File: config.mk
export PLATFORM = sky130hd
export DESIGN_NAME = mdf_framer
export DESIGN_NICKNAME = d
export VERILOG_FILES = /design/src/mdf_fifo.v /design/src/mdf_framer.v
export VERILOG_INCLUDE_DIRS = /design/src /design/src/src
export SDC_FILE = /design/constraint.sdc
export NUM_CORES = 1
export LEC_CHECK = 0
export BUFFER_PORTS_ARGS = -buffer_cell sky130_fd_sc_hd__buf_2
export CORE_MARGIN = 10
export CORE_UTILIZATION = 55
export DETAILED_ROUTE_END_ITERATION = 8
export PLACE_DENSITY_LB_ADDON = 0.12
export REMOVE_ABC_BUFFERS = 1
export SETUP_SLACK_MARGIN = 0.5
export SLEW_MARGIN = 15
export SYNTH_ARGS = -nofsm -noshare
export SYNTH_HDL_FRONTEND = slang
export SYNTH_SLANG_ARGS = --single-unit
File: constraint.sdc
create_clock -name clk -period 11.7 [get_ports clk]
set_input_delay 0.585 -clock clk [delete_from_list [all_inputs] [get_ports clk]]
set_output_delay 0.585 -clock clk [all_outputs]
set_load 0.005 [all_outputs]
File: src/mdf_defines.vh
// Constants of the multidrop message framer
`ifndef MDF_DEFINES_VH
`define MDF_DEFINES_VH

// =====================================================
// Framing characters
`define MDF_GUARD 8'hff
`define MDF_GUARD7 8'h7f
`define MDF_STX 8'h02
`define MDF_CR 8'h0d
`define MDF_ZERO 8'h30
`define MDF_UNIT_BCAST 8'h00

// =====================================================
// Message type low digits
`define MDF_T_POLL 8'h31
`define MDF_T_DATA 8'h32
`define MDF_T_ACK 8'h33
`define MDF_T_WAKE 8'h34
`define MDF_T_NODATA 8'h35

// =====================================================
// Character formats
`define MDF_BITS7 4'h7
`define MDF_BITS8 4'h8
`define MDF_STOPS7 2'h2
`define MDF_STOPS8 2'h1

// =====================================================
// Transmit steps
`define MDF_STEP_GUARD 4'h0
`define MDF_STEP_STX 4'h1
`define MDF_STEP_IDHI 4'h2
`define MDF_STEP_IDLO 4'h3
`define MDF_STEP_TYHI 4'h4
`define MDF_STEP_TYLO 4'h5
`define MDF_STEP_SEQ 4'h6
`define MDF_STEP_DATA 4'h7
`define MDF_STEP_LRCH 4'h8
`define MDF_STEP_LRCL 4'h9
`define MDF_STEP_CR 4'ha

// =====================================================
// Sequence digit, timing and FIFO size
`define MDF_SEQ_FIRST 4'h1
`define MDF_SEQ_LAST 4'h9
`define MDF_CHAR_BITS 10
`define MDF_BIT_CYCLES 868
`define MDF_CNT_W 20
`define MDF_FIFO_DEPTH 32
`define MDF_FIFO_WIDTH 9

`endif

File: src/mdf_fifo.v
// Synchronous FIFO with valid and ready on both sides
`include "mdf_defines.vh"

module mdf_fifo #(
   parameter WIDTH = `MDF_FIFO_WIDTH,
   parameter DEPTH = `MDF_FIFO_DEPTH,
   parameter AW = 5
) (
   input wire clk,
   input wire rst,
   input wire in_valid,
   output wire in_ready,
   input wire [WIDTH-1:0] in_data,
   output wire out_valid,
   input wire out_ready,
   output wire [WIDTH-1:0] out_data
);

   reg [WIDTH-1:0] mem [0:DEPTH-1];
   reg [AW:0] wr_q;
   reg [AW:0] rd_q;
   wire push;
   wire pop;

   // =====================================================
   // Pointers carry one extra bit to tell full from empty
   assign out_valid = wr_q != rd_q;
   assign in_ready = (wr_q[AW-1:0] != rd_q[AW-1:0]) || (wr_q[AW] == rd_q[AW]);
   assign push = in_valid & in_ready;
   assign pop = out_valid & out_ready;
   assign out_data = mem[rd_q[AW-1:0]];

   always @(posedge clk) begin
      if (push) begin
         mem[wr_q[AW-1:0]] <= in_data;
      end
   end

   always @(posedge clk or posedge rst) begin
      if (rst) begin
         wr_q <= {(AW+1){1'b0}};
         rd_q <= {(AW+1){1'b0}};
      end else begin
         if (push) begin
            wr_q <= wr_q + 1'b1;
         end
         if (pop) begin
            rd_q <= rd_q + 1'b1;
         end
      end
   end

endmodule // mdf_fifo

File: src/mdf_framer.v
// Polled-device framer and parser for a multidrop ASCII message link
`include "mdf_defines.vh"

module mdf_framer #(
   parameter CHAR_CYCLES = `MDF_CHAR_BITS * `MDF_BIT_CYCLES,
   parameter DEPTH = `MDF_FIFO_DEPTH
) (
   input wire clk,
   input wire rst,
   input wire [7:0] unit_number,
   input wire link_8bit,
   input wire guard_omit,
   input wire nodata_en,
   input wire rx_valid,
   input wire [7:0] rx_char,
   input wire rx_perr,
   output wire tx_valid,
   input wire tx_ready,
   output wire [7:0] tx_char,
   input wire tx_empty,
   output wire drv_en,
   output wire [3:0] fmt_data_bits,
   output wire fmt_parity_odd,
   output wire [1:0] fmt_stop_bits,
   input wire msg_valid,
   output wire msg_ready,
   input wire [7:0] msg_data,
   input wire msg_last,
   output wire rx_data_valid,
   output wire [7:0] rx_data,
   output wire rx_msg_ok,
   output wire rx_msg_drop,
   output wire rx_bcast,
   output wire rx_wake,
   output wire rx_ack
);

   localparam [3:0] ST_IDLE = 4'b0001;
   localparam [3:0] ST_TURN = 4'b0010;
   localparam [3:0] ST_SEND = 4'b0100;
   localparam [3:0] ST_DRAIN = 4'b1000;
   localparam integer GUARD_WAIT_I = CHAR_CYCLES - 1;
   localparam [`MDF_CNT_W-1:0] GUARD_WAIT = GUARD_WAIT_I[`MDF_CNT_W-1:0];

   function [7:0] hex_asc;
      input [3:0] n;
      begin
         hex_asc = (n < 4'ha) ? {4'h3, n} : {4'h4, n - 4'h9};
      end
   endfunction

   function [7:0] dig_asc;
      input [3:0] n;
      begin
         dig_asc = {4'h3, n};
      end
   endfunction

   // =====================================================
   // Configuration
   reg link_8bit_q;
   reg guard_omit_q;
   reg nodata_en_q;

   always @(posedge clk or posedge rst) begin
      if (rst) begin
         link_8bit_q <= 1'b0;
         guard_omit_q <= 1'b0;
         nodata_en_q <= 1'b0;
      end else begin
         link_8bit_q <= link_8bit;
         guard_omit_q <= guard_omit;
         nodata_en_q <= nodata_en;
      end
   end

   assign fmt_data_bits = link_8bit_q ? `MDF_BITS8 : `MDF_BITS7;
   assign fmt_parity_odd = link_8bit_q;
   assign fmt_stop_bits = link_8bit_q ? `MDF_STOPS8 : `MDF_STOPS7;

   // =====================================================
   // Outgoing data FIFO
   wire q_valid;
   wire q_ready;
   wire [8:0] q_word;
   reg [5:0] msgs_q;
   wire msg_ready_w;
   wire push_last = msg_valid & msg_ready_w & msg_last;
   wire pop_last = q_valid & q_ready & q_word[8];

   assign msg_ready = msg_ready_w;

   mdf_fifo #(
      .WIDTH(`MDF_FIFO_WIDTH),
      .DEPTH(DEPTH)
   ) u_fifo (
      .clk(clk),
      .rst(rst),
      .in_valid(msg_valid),
      .in_ready(msg_ready_w),
      .in_data({msg_last, msg_data}),
      .out_valid(q_valid),
      .out_ready(q_ready),
      .out_data(q_word)
   );

   // Whole messages queued, so a reply never waits mid-data
   always @(posedge clk or posedge rst) begin
      if (rst) begin
         msgs_q <= 6'h00;
      end else if (push_last & ~pop_last) begin
         msgs_q <= msgs_q + 6'h01;
      end else if (pop_last & ~push_last) begin
         msgs_q <= msgs_q - 6'h01;
      end
   end

   // =====================================================
   // Receive parser
   reg [3:0] state_q;
   reg in_msg_q, bad_q, emitted_q;
   reg [7:0] pos_q, p0_q, p1_q, lrc_q;
   reg [7:0] id_hi_q, id_lo_q, ty_hi_q, ty_lo_q, seq_in_q, last_seq_q;
   reg rx_data_valid_q, rx_msg_ok_q, rx_msg_drop_q, rx_bcast_q;
   reg rx_wake_q, rx_ack_q;
   reg [7:0] rx_data_q;

   wire [7:0] rc = link_8bit_q ? rx_char : {1'b0, rx_char[6:0]};
   wire rx_take = rx_valid & (state_q == ST_IDLE);
   wire is_guard = rc == (link_8bit_q ? `MDF_GUARD : `MDF_GUARD7);
   wire [7:0] idx = pos_q - 8'h02;
   wire own_id = (id_hi_q == dig_asc(unit_number[7:4])) &&
      (id_lo_q == dig_asc(unit_number[3:0]));
   wire bcast_id = (id_hi_q == `MDF_ZERO) && (id_lo_q == `MDF_ZERO);
   wire addressed = own_id | bcast_id;
   wire ty_data = (ty_hi_q == `MDF_ZERO) && (ty_lo_q == `MDF_T_DATA);
   wire ty_ok = (ty_hi_q == `MDF_ZERO) && (ty_lo_q >= `MDF_T_POLL) &&
      (ty_lo_q <= `MDF_T_NODATA);
   wire lrc_ok = (p1_q == hex_asc(lrc_q[7:4])) &&
      (p0_q == hex_asc(lrc_q[3:0]));
   wire len_ok = ty_data ? (pos_q >= 8'h07) : (pos_q == 8'h06);
   wire cr_in = rx_take & in_msg_q & (rc == `MDF_CR);
   wire frame_ok = cr_in & ~bad_q & ty_ok & lrc_ok & len_ok;
   wire dup = (seq_in_q == last_seq_q) && (seq_in_q != `MDF_ZERO);
   wire deliver = frame_ok & ty_data & addressed & ~dup;
   wire want_ack = frame_ok & own_id &
      (ty_data | (ty_lo_q == `MDF_T_WAKE));
   wire want_poll = frame_ok & own_id & (ty_lo_q == `MDF_T_POLL);
   wire reply_go = want_ack | (want_poll & ((msgs_q != 6'h00) | nodata_en_q));
   wire [7:0] reply_kind = want_ack ? `MDF_T_ACK :
      (msgs_q != 6'h00) ? `MDF_T_DATA : `MDF_T_NODATA;

   always @(posedge clk or posedge rst) begin
      if (rst) begin
         in_msg_q <= 1'b0;
         bad_q <= 1'b0;
         emitted_q <= 1'b0;
         pos_q <= 8'h00;
         p0_q <= 8'h00;
         p1_q <= 8'h00;
         lrc_q <= 8'h00;
         id_hi_q <= 8'h00;
         id_lo_q <= 8'h00;
         ty_hi_q <= 8'h00;
         ty_lo_q <= 8'h00;
         seq_in_q <= 8'h00;
         last_seq_q <= 8'h00;
         rx_data_q <= 8'h00;
         rx_data_valid_q <= 1'b0;
         rx_msg_ok_q <= 1'b0;
         rx_msg_drop_q <= 1'b0;
         rx_bcast_q <= 1'b0;
         rx_wake_q <= 1'b0;
         rx_ack_q <= 1'b0;
      end else begin
         rx_data_valid_q <= 1'b0;
         rx_msg_ok_q <= 1'b0;
         rx_msg_drop_q <= 1'b0;
         rx_wake_q <= 1'b0;
         rx_ack_q <= 1'b0;
         if (rx_take & is_guard) begin
            // Guard never enters the message
         end else if (rx_take & (rc == `MDF_STX)) begin
            in_msg_q <= 1'b1;
            bad_q <= rx_perr;
            pos_q <= 8'h00;
            lrc_q <= 8'h00;
            emitted_q <= 1'b0;
            rx_msg_drop_q <= emitted_q;
         end else if (cr_in) begin
            in_msg_q <= 1'b0;
            emitted_q <= 1'b0;
            rx_msg_ok_q <= deliver;
            rx_msg_drop_q <= emitted_q & ~deliver;
            rx_bcast_q <= bcast_id;
            rx_wake_q <= frame_ok & addressed & (ty_lo_q == `MDF_T_WAKE);
            rx_ack_q <= frame_ok & own_id & (ty_lo_q == `MDF_T_ACK);
            if (deliver) begin
               last_seq_q <= seq_in_q;
            end
         end else if (rx_take & in_msg_q) begin
            bad_q <= bad_q | rx_perr;
            p0_q <= rc;
            p1_q <= p0_q;
            if (pos_q != 8'hff) begin
               pos_q <= pos_q + 8'h01;
            end
            if (pos_q >= 8'h02) begin
               lrc_q <= lrc_q ^ p1_q;
               case (idx)
                  8'h00: id_hi_q <= p1_q;
                  8'h01: id_lo_q <= p1_q;
                  8'h02: ty_hi_q <= p1_q;
                  8'h03: ty_lo_q <= p1_q;
                  8'h04: begin
                     if (ty_data) begin
                        seq_in_q <= p1_q;
                     end else begin
                        bad_q <= 1'b1;
                     end
                  end
                  default: begin
                     if (ty_data & addressed) begin
                        rx_data_q <= p1_q;
                        rx_data_valid_q <= 1'b1;
                        emitted_q <= 1'b1;
                     end
                  end
               endcase
            end
         end
      end
   end

   assign rx_data_valid = rx_data_valid_q;
   assign rx_data = rx_data_q;
   assign rx_msg_ok = rx_msg_ok_q;
   assign rx_msg_drop = rx_msg_drop_q;
   assign rx_bcast = rx_bcast_q;
   assign rx_wake = rx_wake_q;
   assign rx_ack = rx_ack_q;

   // =====================================================
   // Transmit sequencer
   reg [3:0] step_q;
   reg [7:0] kind_q, tx_lrc_q, tx_char_q;
   reg [3:0] seq_q;
   reg tx_valid_q, drv_en_q;
   reg [`MDF_CNT_W-1:0] wait_q;
   reg [7:0] step_char;

   wire load = ~tx_valid_q | tx_ready;
   wire kind_data = kind_q == `MDF_T_DATA;
   wire step_go = (state_q == ST_SEND) & load &
      ((step_q != `MDF_STEP_DATA) | q_valid);
   assign q_ready = (state_q == ST_SEND) & load &
      (step_q == `MDF_STEP_DATA);

   always @* begin
      case (step_q)
         `MDF_STEP_GUARD: step_char = `MDF_GUARD;
         `MDF_STEP_STX: step_char = `MDF_STX;
         `MDF_STEP_IDHI: step_char = dig_asc(unit_number[7:4]);
         `MDF_STEP_IDLO: step_char = dig_asc(unit_number[3:0]);
         `MDF_STEP_TYHI: step_char = `MDF_ZERO;
         `MDF_STEP_TYLO: step_char = kind_q;
         `MDF_STEP_SEQ: step_char = dig_asc(seq_q);
         `MDF_STEP_DATA: step_char = q_word[7:0];
         `MDF_STEP_LRCH: step_char = hex_asc(tx_lrc_q[7:4]);
         `MDF_STEP_LRCL: step_char = hex_asc(tx_lrc_q[3:0]);
         default: step_char = `MDF_CR;
      endcase
   end

   always @(posedge clk or posedge rst) begin
      if (rst) begin
         state_q <= ST_IDLE;
         step_q <= `MDF_STEP_GUARD;
         kind_q <= `MDF_T_ACK;
         tx_lrc_q <= 8'h00;
         tx_char_q <= 8'h00;
         tx_valid_q <= 1'b0;
         drv_en_q <= 1'b0;
         seq_q <= 4'h0;
         wait_q <= {`MDF_CNT_W{1'b0}};
      end else begin
         if (step_go) begin
            tx_valid_q <= 1'b1;
            tx_char_q <= step_char;
         end else if (tx_ready) begin
            tx_valid_q <= 1'b0;
         end
         case (state_q)
            ST_IDLE: begin
               if (reply_go) begin
                  state_q <= ST_TURN;
                  kind_q <= reply_kind;
                  drv_en_q <= 1'b1;
                  wait_q <= {`MDF_CNT_W{1'b0}};
                  tx_lrc_q <= 8'h00;
               end
            end
            ST_TURN: begin
               if (~guard_omit_q) begin
                  state_q <= ST_SEND;
                  step_q <= `MDF_STEP_GUARD;
               end else if (wait_q == GUARD_WAIT) begin
                  state_q <= ST_SEND;
                  step_q <= `MDF_STEP_STX;
               end else begin
                  wait_q <= wait_q + 1'b1;
               end
            end
            ST_SEND: begin
               if (step_go) begin
                  if ((step_q >= `MDF_STEP_IDHI) &&
                      (step_q <= `MDF_STEP_DATA)) begin
                     tx_lrc_q <= tx_lrc_q ^ step_char;
                  end
                  if (step_q == `MDF_STEP_TYLO && ~kind_data) begin
                     step_q <= `MDF_STEP_LRCH;
                  end else if (step_q == `MDF_STEP_DATA && ~q_word[8]) begin
                     step_q <= `MDF_STEP_DATA;
                  end else if (step_q == `MDF_STEP_CR) begin
                     state_q <= ST_DRAIN;
                     if (kind_data) begin
                        seq_q <= (seq_q == `MDF_SEQ_LAST) ? `MDF_SEQ_FIRST :
                           seq_q + 4'h1;
                     end
                  end else begin
                     step_q <= step_q + 4'h1;
                  end
               end
            end
            ST_DRAIN: begin
               if (~tx_valid_q & tx_empty) begin
                  state_q <= ST_IDLE;
                  drv_en_q <= 1'b0;
               end
            end
            default: begin
               state_q <= ST_IDLE;
               drv_en_q <= 1'b0;
            end
         endcase
      end
   end

   assign tx_valid = tx_valid_q;
   assign tx_char = tx_char_q;
   assign drv_en = drv_en_q;

endmodule // mdf_framer

* Word level (Yosys, flattened, before mapping)
Memories as Yosys holds them, arrays and structs flattened.
Cells that the tools add are included.
** Storage, ports and cells
- Memories :: 1
- Input bits :: 35
- Logic and storage cells :: 306
- Output and inout port bits :: 32
- Bits in writable memories :: 288
- Register bits after elaboration :: 176
** Memory list
- u_fifo.mem :: depth 32, bits a word 9, rd ports 1, clocked after memory_dff 0, write ports 1, RTL line mdf_fifo.v:19 : reg [WIDTH-1:0] mem [0:DEPTH-1];
** Operators by class
- Muxes and demuxes :: 87
- Order comparisons :: 10
- Add/sub/neg operators :: 13
- Equal/unequal tests :: 56
- Reductions and logical operators :: 49
- Bitwise operators :: 55
** Operators with widths (count)
- two-way mux 8 bit :: 13
- case mux 8 bit (10 select lines) :: 1
- equality test 8 x 6 -> 1 bit (second input constant) :: 8
- two-way mux 4 bit :: 16
- two-way mux 20 bit :: 3
- two-way mux 1 bit :: 40
- case mux 20 bit (2 select lines) :: 1
- AND 1 bit :: 31
- AND reduction 6 bit :: 5
- two-way mux 7 bit :: 4
- AND reduction 4 bit :: 7
- equality test 8 x 2 -> 1 bit (second input constant) :: 3
- AND reduction 7 bit :: 3
- adder 20 x 1 -> 20 bit (second input constant) :: 1
- equality test 20 x 14 -> 1 bit (second input constant) :: 1
- equality test 4 x 3 -> 1 bit (second input constant) :: 5
- equality test 4 bit (second input constant) :: 5
- adder 6 x 1 -> 6 bit (second input constant) :: 3
- nonzero test 2 bit :: 9
- equality test 8 x 3 -> 1 bit (second input constant) :: 2
- equality test 8 x 6 -> 1 bit :: 2
- equality test 8 x 7 -> 1 bit :: 2
- equality test 8 bit :: 2
- less-than comparator 4 bit (second input constant) :: 4
- 47 further kinds :: 99

* Longest topological paths before layout
- Depth after elaboration :: 16
- Gate-level depth with buffers :: 18
- Mapped depth without buffers :: 17

* Cells and area by module
From an unflattened synthesis, not the netlist that was laid out.
** Second synthesis, totals
- Cells, all modules :: 1351
- Area total of the unflattened synthesis :: 20240.7 sq um
** Modules (own cells, without submodules)
- mdf_fifo :: times used 1, seq. area each 8948.6 sq um, area an instance 11747.5 sq um, cells each 515
- mdf_framer :: times used 1, seq. area each 3982.6 sq um, area an instance 8493.1 sq um, cells each 836

* Worst setup path after synthesis
Ideal clock, no wire load.
- Path kind :: reg-to-reg
- From :: register state_q[1]
- To :: register msgs_q[5]
- Cell stages (with the launch flop) :: 17
- Path slack :: 8.069 ns
- Required time :: 11.575 ns
- Arrival time :: 3.506 ns
- Library setup time :: 0.125 ns
- Buffers on the path :: 0
- Cells stage by stage :: dfrtp_1 -> or4b_2 -> a21o_1 -> a31oi_1 -> nand2_1 -> nor2_1 -> nand2_1 -> ha_1 -> inv_1 -> ha_1 -> a21o_1 -> a21oi_1 -> o21bai_1 -> a21oi_1 -> xnor2_1 -> nor2_1 -> xor2_1
** On the way
- Word-level cells in the longest chain between the ends :: 8
- Elaborated cells on any way between the ends :: 10
- Those cells by class :: 1 x eq/ne; 1 x mux; 7 x bitwise; 1 x reduce/logical
** RTL lines
- start: declaration :: RTL line mdf_framer.v:120 : reg [3:0] state_q;
- start signal: assignment :: RTL line mdf_framer.v:277 : state_q <= ST_IDLE;
- start signal: assignment :: RTL line mdf_framer.v:296 : state_q <= ST_TURN;
- start signal: assignment :: RTL line mdf_framer.v:305 : state_q <= ST_SEND;
- equality test 4 x 3 -> 1 bit (*) :: RTL line mdf_framer.v:256 : assign q_ready = (state_q == ST_SEND) & load &
- AND 1 bit (*) (2 in series) :: RTL line mdf_framer.v:256
- AND 1 bit (*) (2 in series) :: RTL line mdf_framer.v:89 : wire pop_last = q_valid & q_ready & q_word[8];
- NOT 1 bit :: RTL line mdf_framer.v:111 : end else if (push_last & ~pop_last) begin
- AND 1 bit :: RTL line mdf_framer.v:111
- two-way mux 6 bit or nonzero test 2 bit (tied branches)
- end signal: assignment :: RTL line mdf_framer.v:112 : msgs_q <= msgs_q + 6'h01;
- end signal: assignment :: RTL line mdf_framer.v:114 : msgs_q <= msgs_q - 6'h01;
- end: declaration :: RTL line mdf_framer.v:86 : reg [5:0] msgs_q;
Every way passes the cells marked *; elsewhere a longest branch is shown, timed or not.
A chain may end at the register's enable or synchronous reset.

* Final worst setup path
- From :: register u_fifo.rd_q[1]
- To :: register msgs_q[5]
** On the way
- Word-level cells in the longest chain between the ends :: 7
- Elaborated cells on any way between the ends :: 14
- Those cells by class :: 2 x eq/ne; 1 x mux; 8 x bitwise; 2 x reduce/logical; 1 x memory
** RTL lines
- start: declaration :: RTL line mdf_fifo.v:21 : reg [AW:0] rd_q;
- start signal: assignment :: RTL line mdf_fifo.v:42 : rd_q <= {(AW+1){1'b0}};
- start signal: assignment :: RTL line mdf_fifo.v:48 : rd_q <= rd_q + 1'b1;
- parallel branches: the longest is 7 deep, another holds memory (32 x 9 bit)
Parallel ways; which one is timed is not known.

==> impl_metrics.tcl <==
set metrics [dict create \
    wl_met1_um 19800 \
    fp-row-count 70 \
    critical_path.startpoint "u_fifo.rd_q[1]" \
    cp-start-kind "register" \
    hold_violations 0 \
    status "finished clean" \
    criticalPathCategory "reg2reg" \
    slew_headroom_pct 21.0 \
    layout.nets 1531 \
    highest_layer "met4" \
    synth-main-ff-cell "edfxtp_1" \
    diodes 0 \
    pre_cts_ws_ns 7.07 \
    postLayoutSetupSlackWorst_ns 7.13 \
    regToRegSetupSlack_ns 7.13 \
    timing.rr.end "msgs_q[5]" \
    drt_iter0_markers 1001 \
    critical_path.max_fanout 60 \
    drt-wirelength-per-cell_um 22.5 \
    first_pass_iters 5 \
    num-fill-cells 2753 \
    cts-buffers-inserted 46 \
    syn_area_mm2 0.0203 \
    clk_pin_slew_worst_paths_ns 0.06 \
    drc 0 \
    cts-resized-gates 0 \
    cts_max_level 2 \
    worstMarginPinSlew_ns 1.17 \
    syn2layout_area_growth_pct 10.6 \
    dp.final_hpwl_um 28900 \
    dr_wl_met2_um 21200 \
    dieArea_mm2 0.0449 \
    peakVddDrop_uv 148 \
    grt_pass1_wl_um 69800 \
    final_common_cell "edfxtp_1" \
    clk_latency_ns 0.58 \
    cts_tree "yes" \
    yosysUniqueCellTypes 74 \
    seq_area_mm2 0.0129 \
    grt_usage_pct 20.2 \
    grt_setup_unrepaired "false" \
    routed_wl_um 44500 \
    gp_congestion 0.826 \
    fin_tns_setup_ns 0 \
    power_density_mw_per_mm2 177 \
    cts_setup_buffers 0 \
    drive_gt1_share_pct 20.3 \
    port-buffer-count 66 \
    grt_max_degree 66 \
    root_buffer "clkbuf_16" \
    drv_cap 0 \
    fin_crit_ns 4.57 \
    r2r_start "u_fifo.rd_q[1]" \
    crit_required_ns 12.17 \
    routed-via-count 11900 \
    initial_core_util_pct 55.5 \
    fp.dieH_um 212 \
    async_reset_ff_share_pct 37.3 \
    die_w_um 212 \
    layout_common_cells "edfxtp_1 (288), dfrtp_1 (166), nor2_1 (129)" \
    met3WireLength_um 2500 \
    synth-edff-count 288 \
    cts_hold_buf 0 \
    cp.arrival_ns 5.04 \
    postSynthCellCount 1417 \
    core-area_mm2 0.0365 \
    overflow 0 \
    crit_path_end_kind "register" \
    p_leak_nw 8.22 \
    yosysSeqAreaShare_pct 63.8 \
    clock_skew_ns 0.0166 \
    hold_path.class "in2async" \
    finalSetupViolCount 0 \
    clockBufferDepth 3 \
    r2r_cells 16 \
    first_global_vias 12000 \
    multi_input_area_mm2 0.00691 \
    clock.fmax_ghz 0.219 \
    synth-seq-cells 459 \
    yosysWarnings 0 \
    finalMaxSlewViolations 0 \
    avgViaCountPerCell 6.04 \
    antenna_found_initial 0 \
    final_antenna_net_count 0 \
    cts.sinks 459 \
    fin_crit_sh_pct 39.1 \
    postSynthAreaPerCell_um2 14.3 \
    io_pins 67 \
]
[report_power, final]
part | switching (mW) | internal (mW)
Clock | 0.605 | 0.824
Sequential | 0.165 | 1.87
Combinational | 0.297 | 0.213
[routing by layer]
layer	vias up	GRT usage, %
met4	0	6.67
met5	-	0
met2	338	32.4
li1	5455	-
met3	61	3.14
met1	6061	27.8
[state kept, by name, indices dropped and copies added, names as in the netlist, 6 cells and up]
name	count
tx_lrc_q	8
msgs_q	6
p1_q	8
ty_lo_q	8
u_fifo.mem	288
wait_q	20
last_seq_q	8
ty_hi_q	8
u_fifo.wr_q	6
rx_data	8
lrc_q	8
u_fifo.rd_q	6
id_hi_q	8
p0_q	8
id_lo_q	8
tx_char	8
pos_q	8
seq_in_q	8
[cells in the mapped netlist (5+ instances only)]
cell / n / share of area, %
o2111ai_1: 5 / 0.22
nor3_1: 23 / 0.57
buf_2: 13 / 0.32
buf_1: 7 / 0.13
o221ai_1: 8 / 0.35
and3_1: 13 / 0.40
nor2b_1: 8 / 0.25
a21oi_1: 38 / 0.94
nand3_1: 33 / 0.81
ha_1: 25 / 1.5
nor4_1: 14 / 0.43
nand2_1: 83 / 1.5
a211oi_1: 7 / 0.26
or3_1: 11 / 0.34
o21ai_0: 35 / 0.86
xor2_1: 39 / 1.7
a31oi_1: 14 / 0.43
mux2i_1: 42 / 2.1
nor2_1: 129 / 2.4
nand3b_1: 8 / 0.30
clkbuf_1: 42 / 0.78
mux2_2: 83 / 4.6
edfxtp_1: 288 / 43
mux4_2: 61 / 6.8
nand4_1: 17 / 0.52
inv_1: 34 / 0.63
dfrtp_1: 168 / 21
a211o_1: 5 / 0.22
xnor2_1: 44 / 1.9
a221oi_1: 7 / 0.30
buf_4: 7 / 0.26
a22o_1: 5 / 0.22
o21a_1: 5 / 0.19
and2_1: 11 / 0.34
[worst max-delay path, stage by stage, from the launching register on]
cell and delay (ns):
dfrtp_4 0.77, buf_4 0.76, mux4_2 0.35, mux4_2 0.24
nor2_1 0.04, a311oi_1 0.48, nand2_1 0.12, ha_1 0.23
inv_1 0.17, ha_1 0.26, a21o_1 0.17, a21oi_1 0.22
o21bai_1 0.09, a21oi_1 0.17, xnor2_1 0.13, nor2_1 0.06
xor2_1 0.14
[worst max-delay path by stage]
stage | end | slack (ns) | depth (start not counted)
6_report | msgs_q[5] | 7.13 | 16
5_1_grt | msgs_q[5] | 6.73 | 16
4_1_cts | msgs_q[5] | 7.05 | 16
3_5_place_dp | msgs_q[5] | 7.07 | 16
3_3_place_gp | msgs_q[5] | 7.13 | 16
2_1_floorplan | msgs_q[5] | 5.52 | 16
[cell families (layout without fill, tap and decap cells)]
family / after synthesis / in the layout / share of synthesized area [%]
DFF: 459 / 459 / 63.8
and+or+nand+nor: 389 / 389 / 9.72
muxes: 186 / 186 / 13.5
AOI/OAI and AO/OA: 170 / 170 / 5.63
buffers and inverters: 104 / 193 / 2.14
xor gates and xnor gates: 83 / 83 / 3.59
adders and majority gates: 26 / 26 / 1.64
[final cells by class]
class	instances	share of cell area, %
repair buffers	75	1.77
flip-flops and latches	459	57.7
inverters	34	0.591
clock buffers	67	5.85
multi-input cells	854	30.8
clock inverters	17	0.670
well taps	468	2.61
[through the flow]
stage / hold slack [ns] / std cells / util, % / cell area, µm² / power, mW
6_report: 0.0843 / 1974 / 61.4 / 22400 / 3.98
5_1_grt: 0.0987 / 1974 / 61.4 / 22400 / 4.16
4_1_cts: 0.0881 / 1974 / 61.4 / 22400 / 4.01
3_5_place_dp: 0.474 / 1890 / 57.4 / 21000 / 2.58
3_3_place_gp: 0.469 / 1890 / 57.4 / 21000 / 2.56
2_1_floorplan: 0.443 / 1347 / - / 20000 / 2.38
Power figures use the tool's default switching activity.
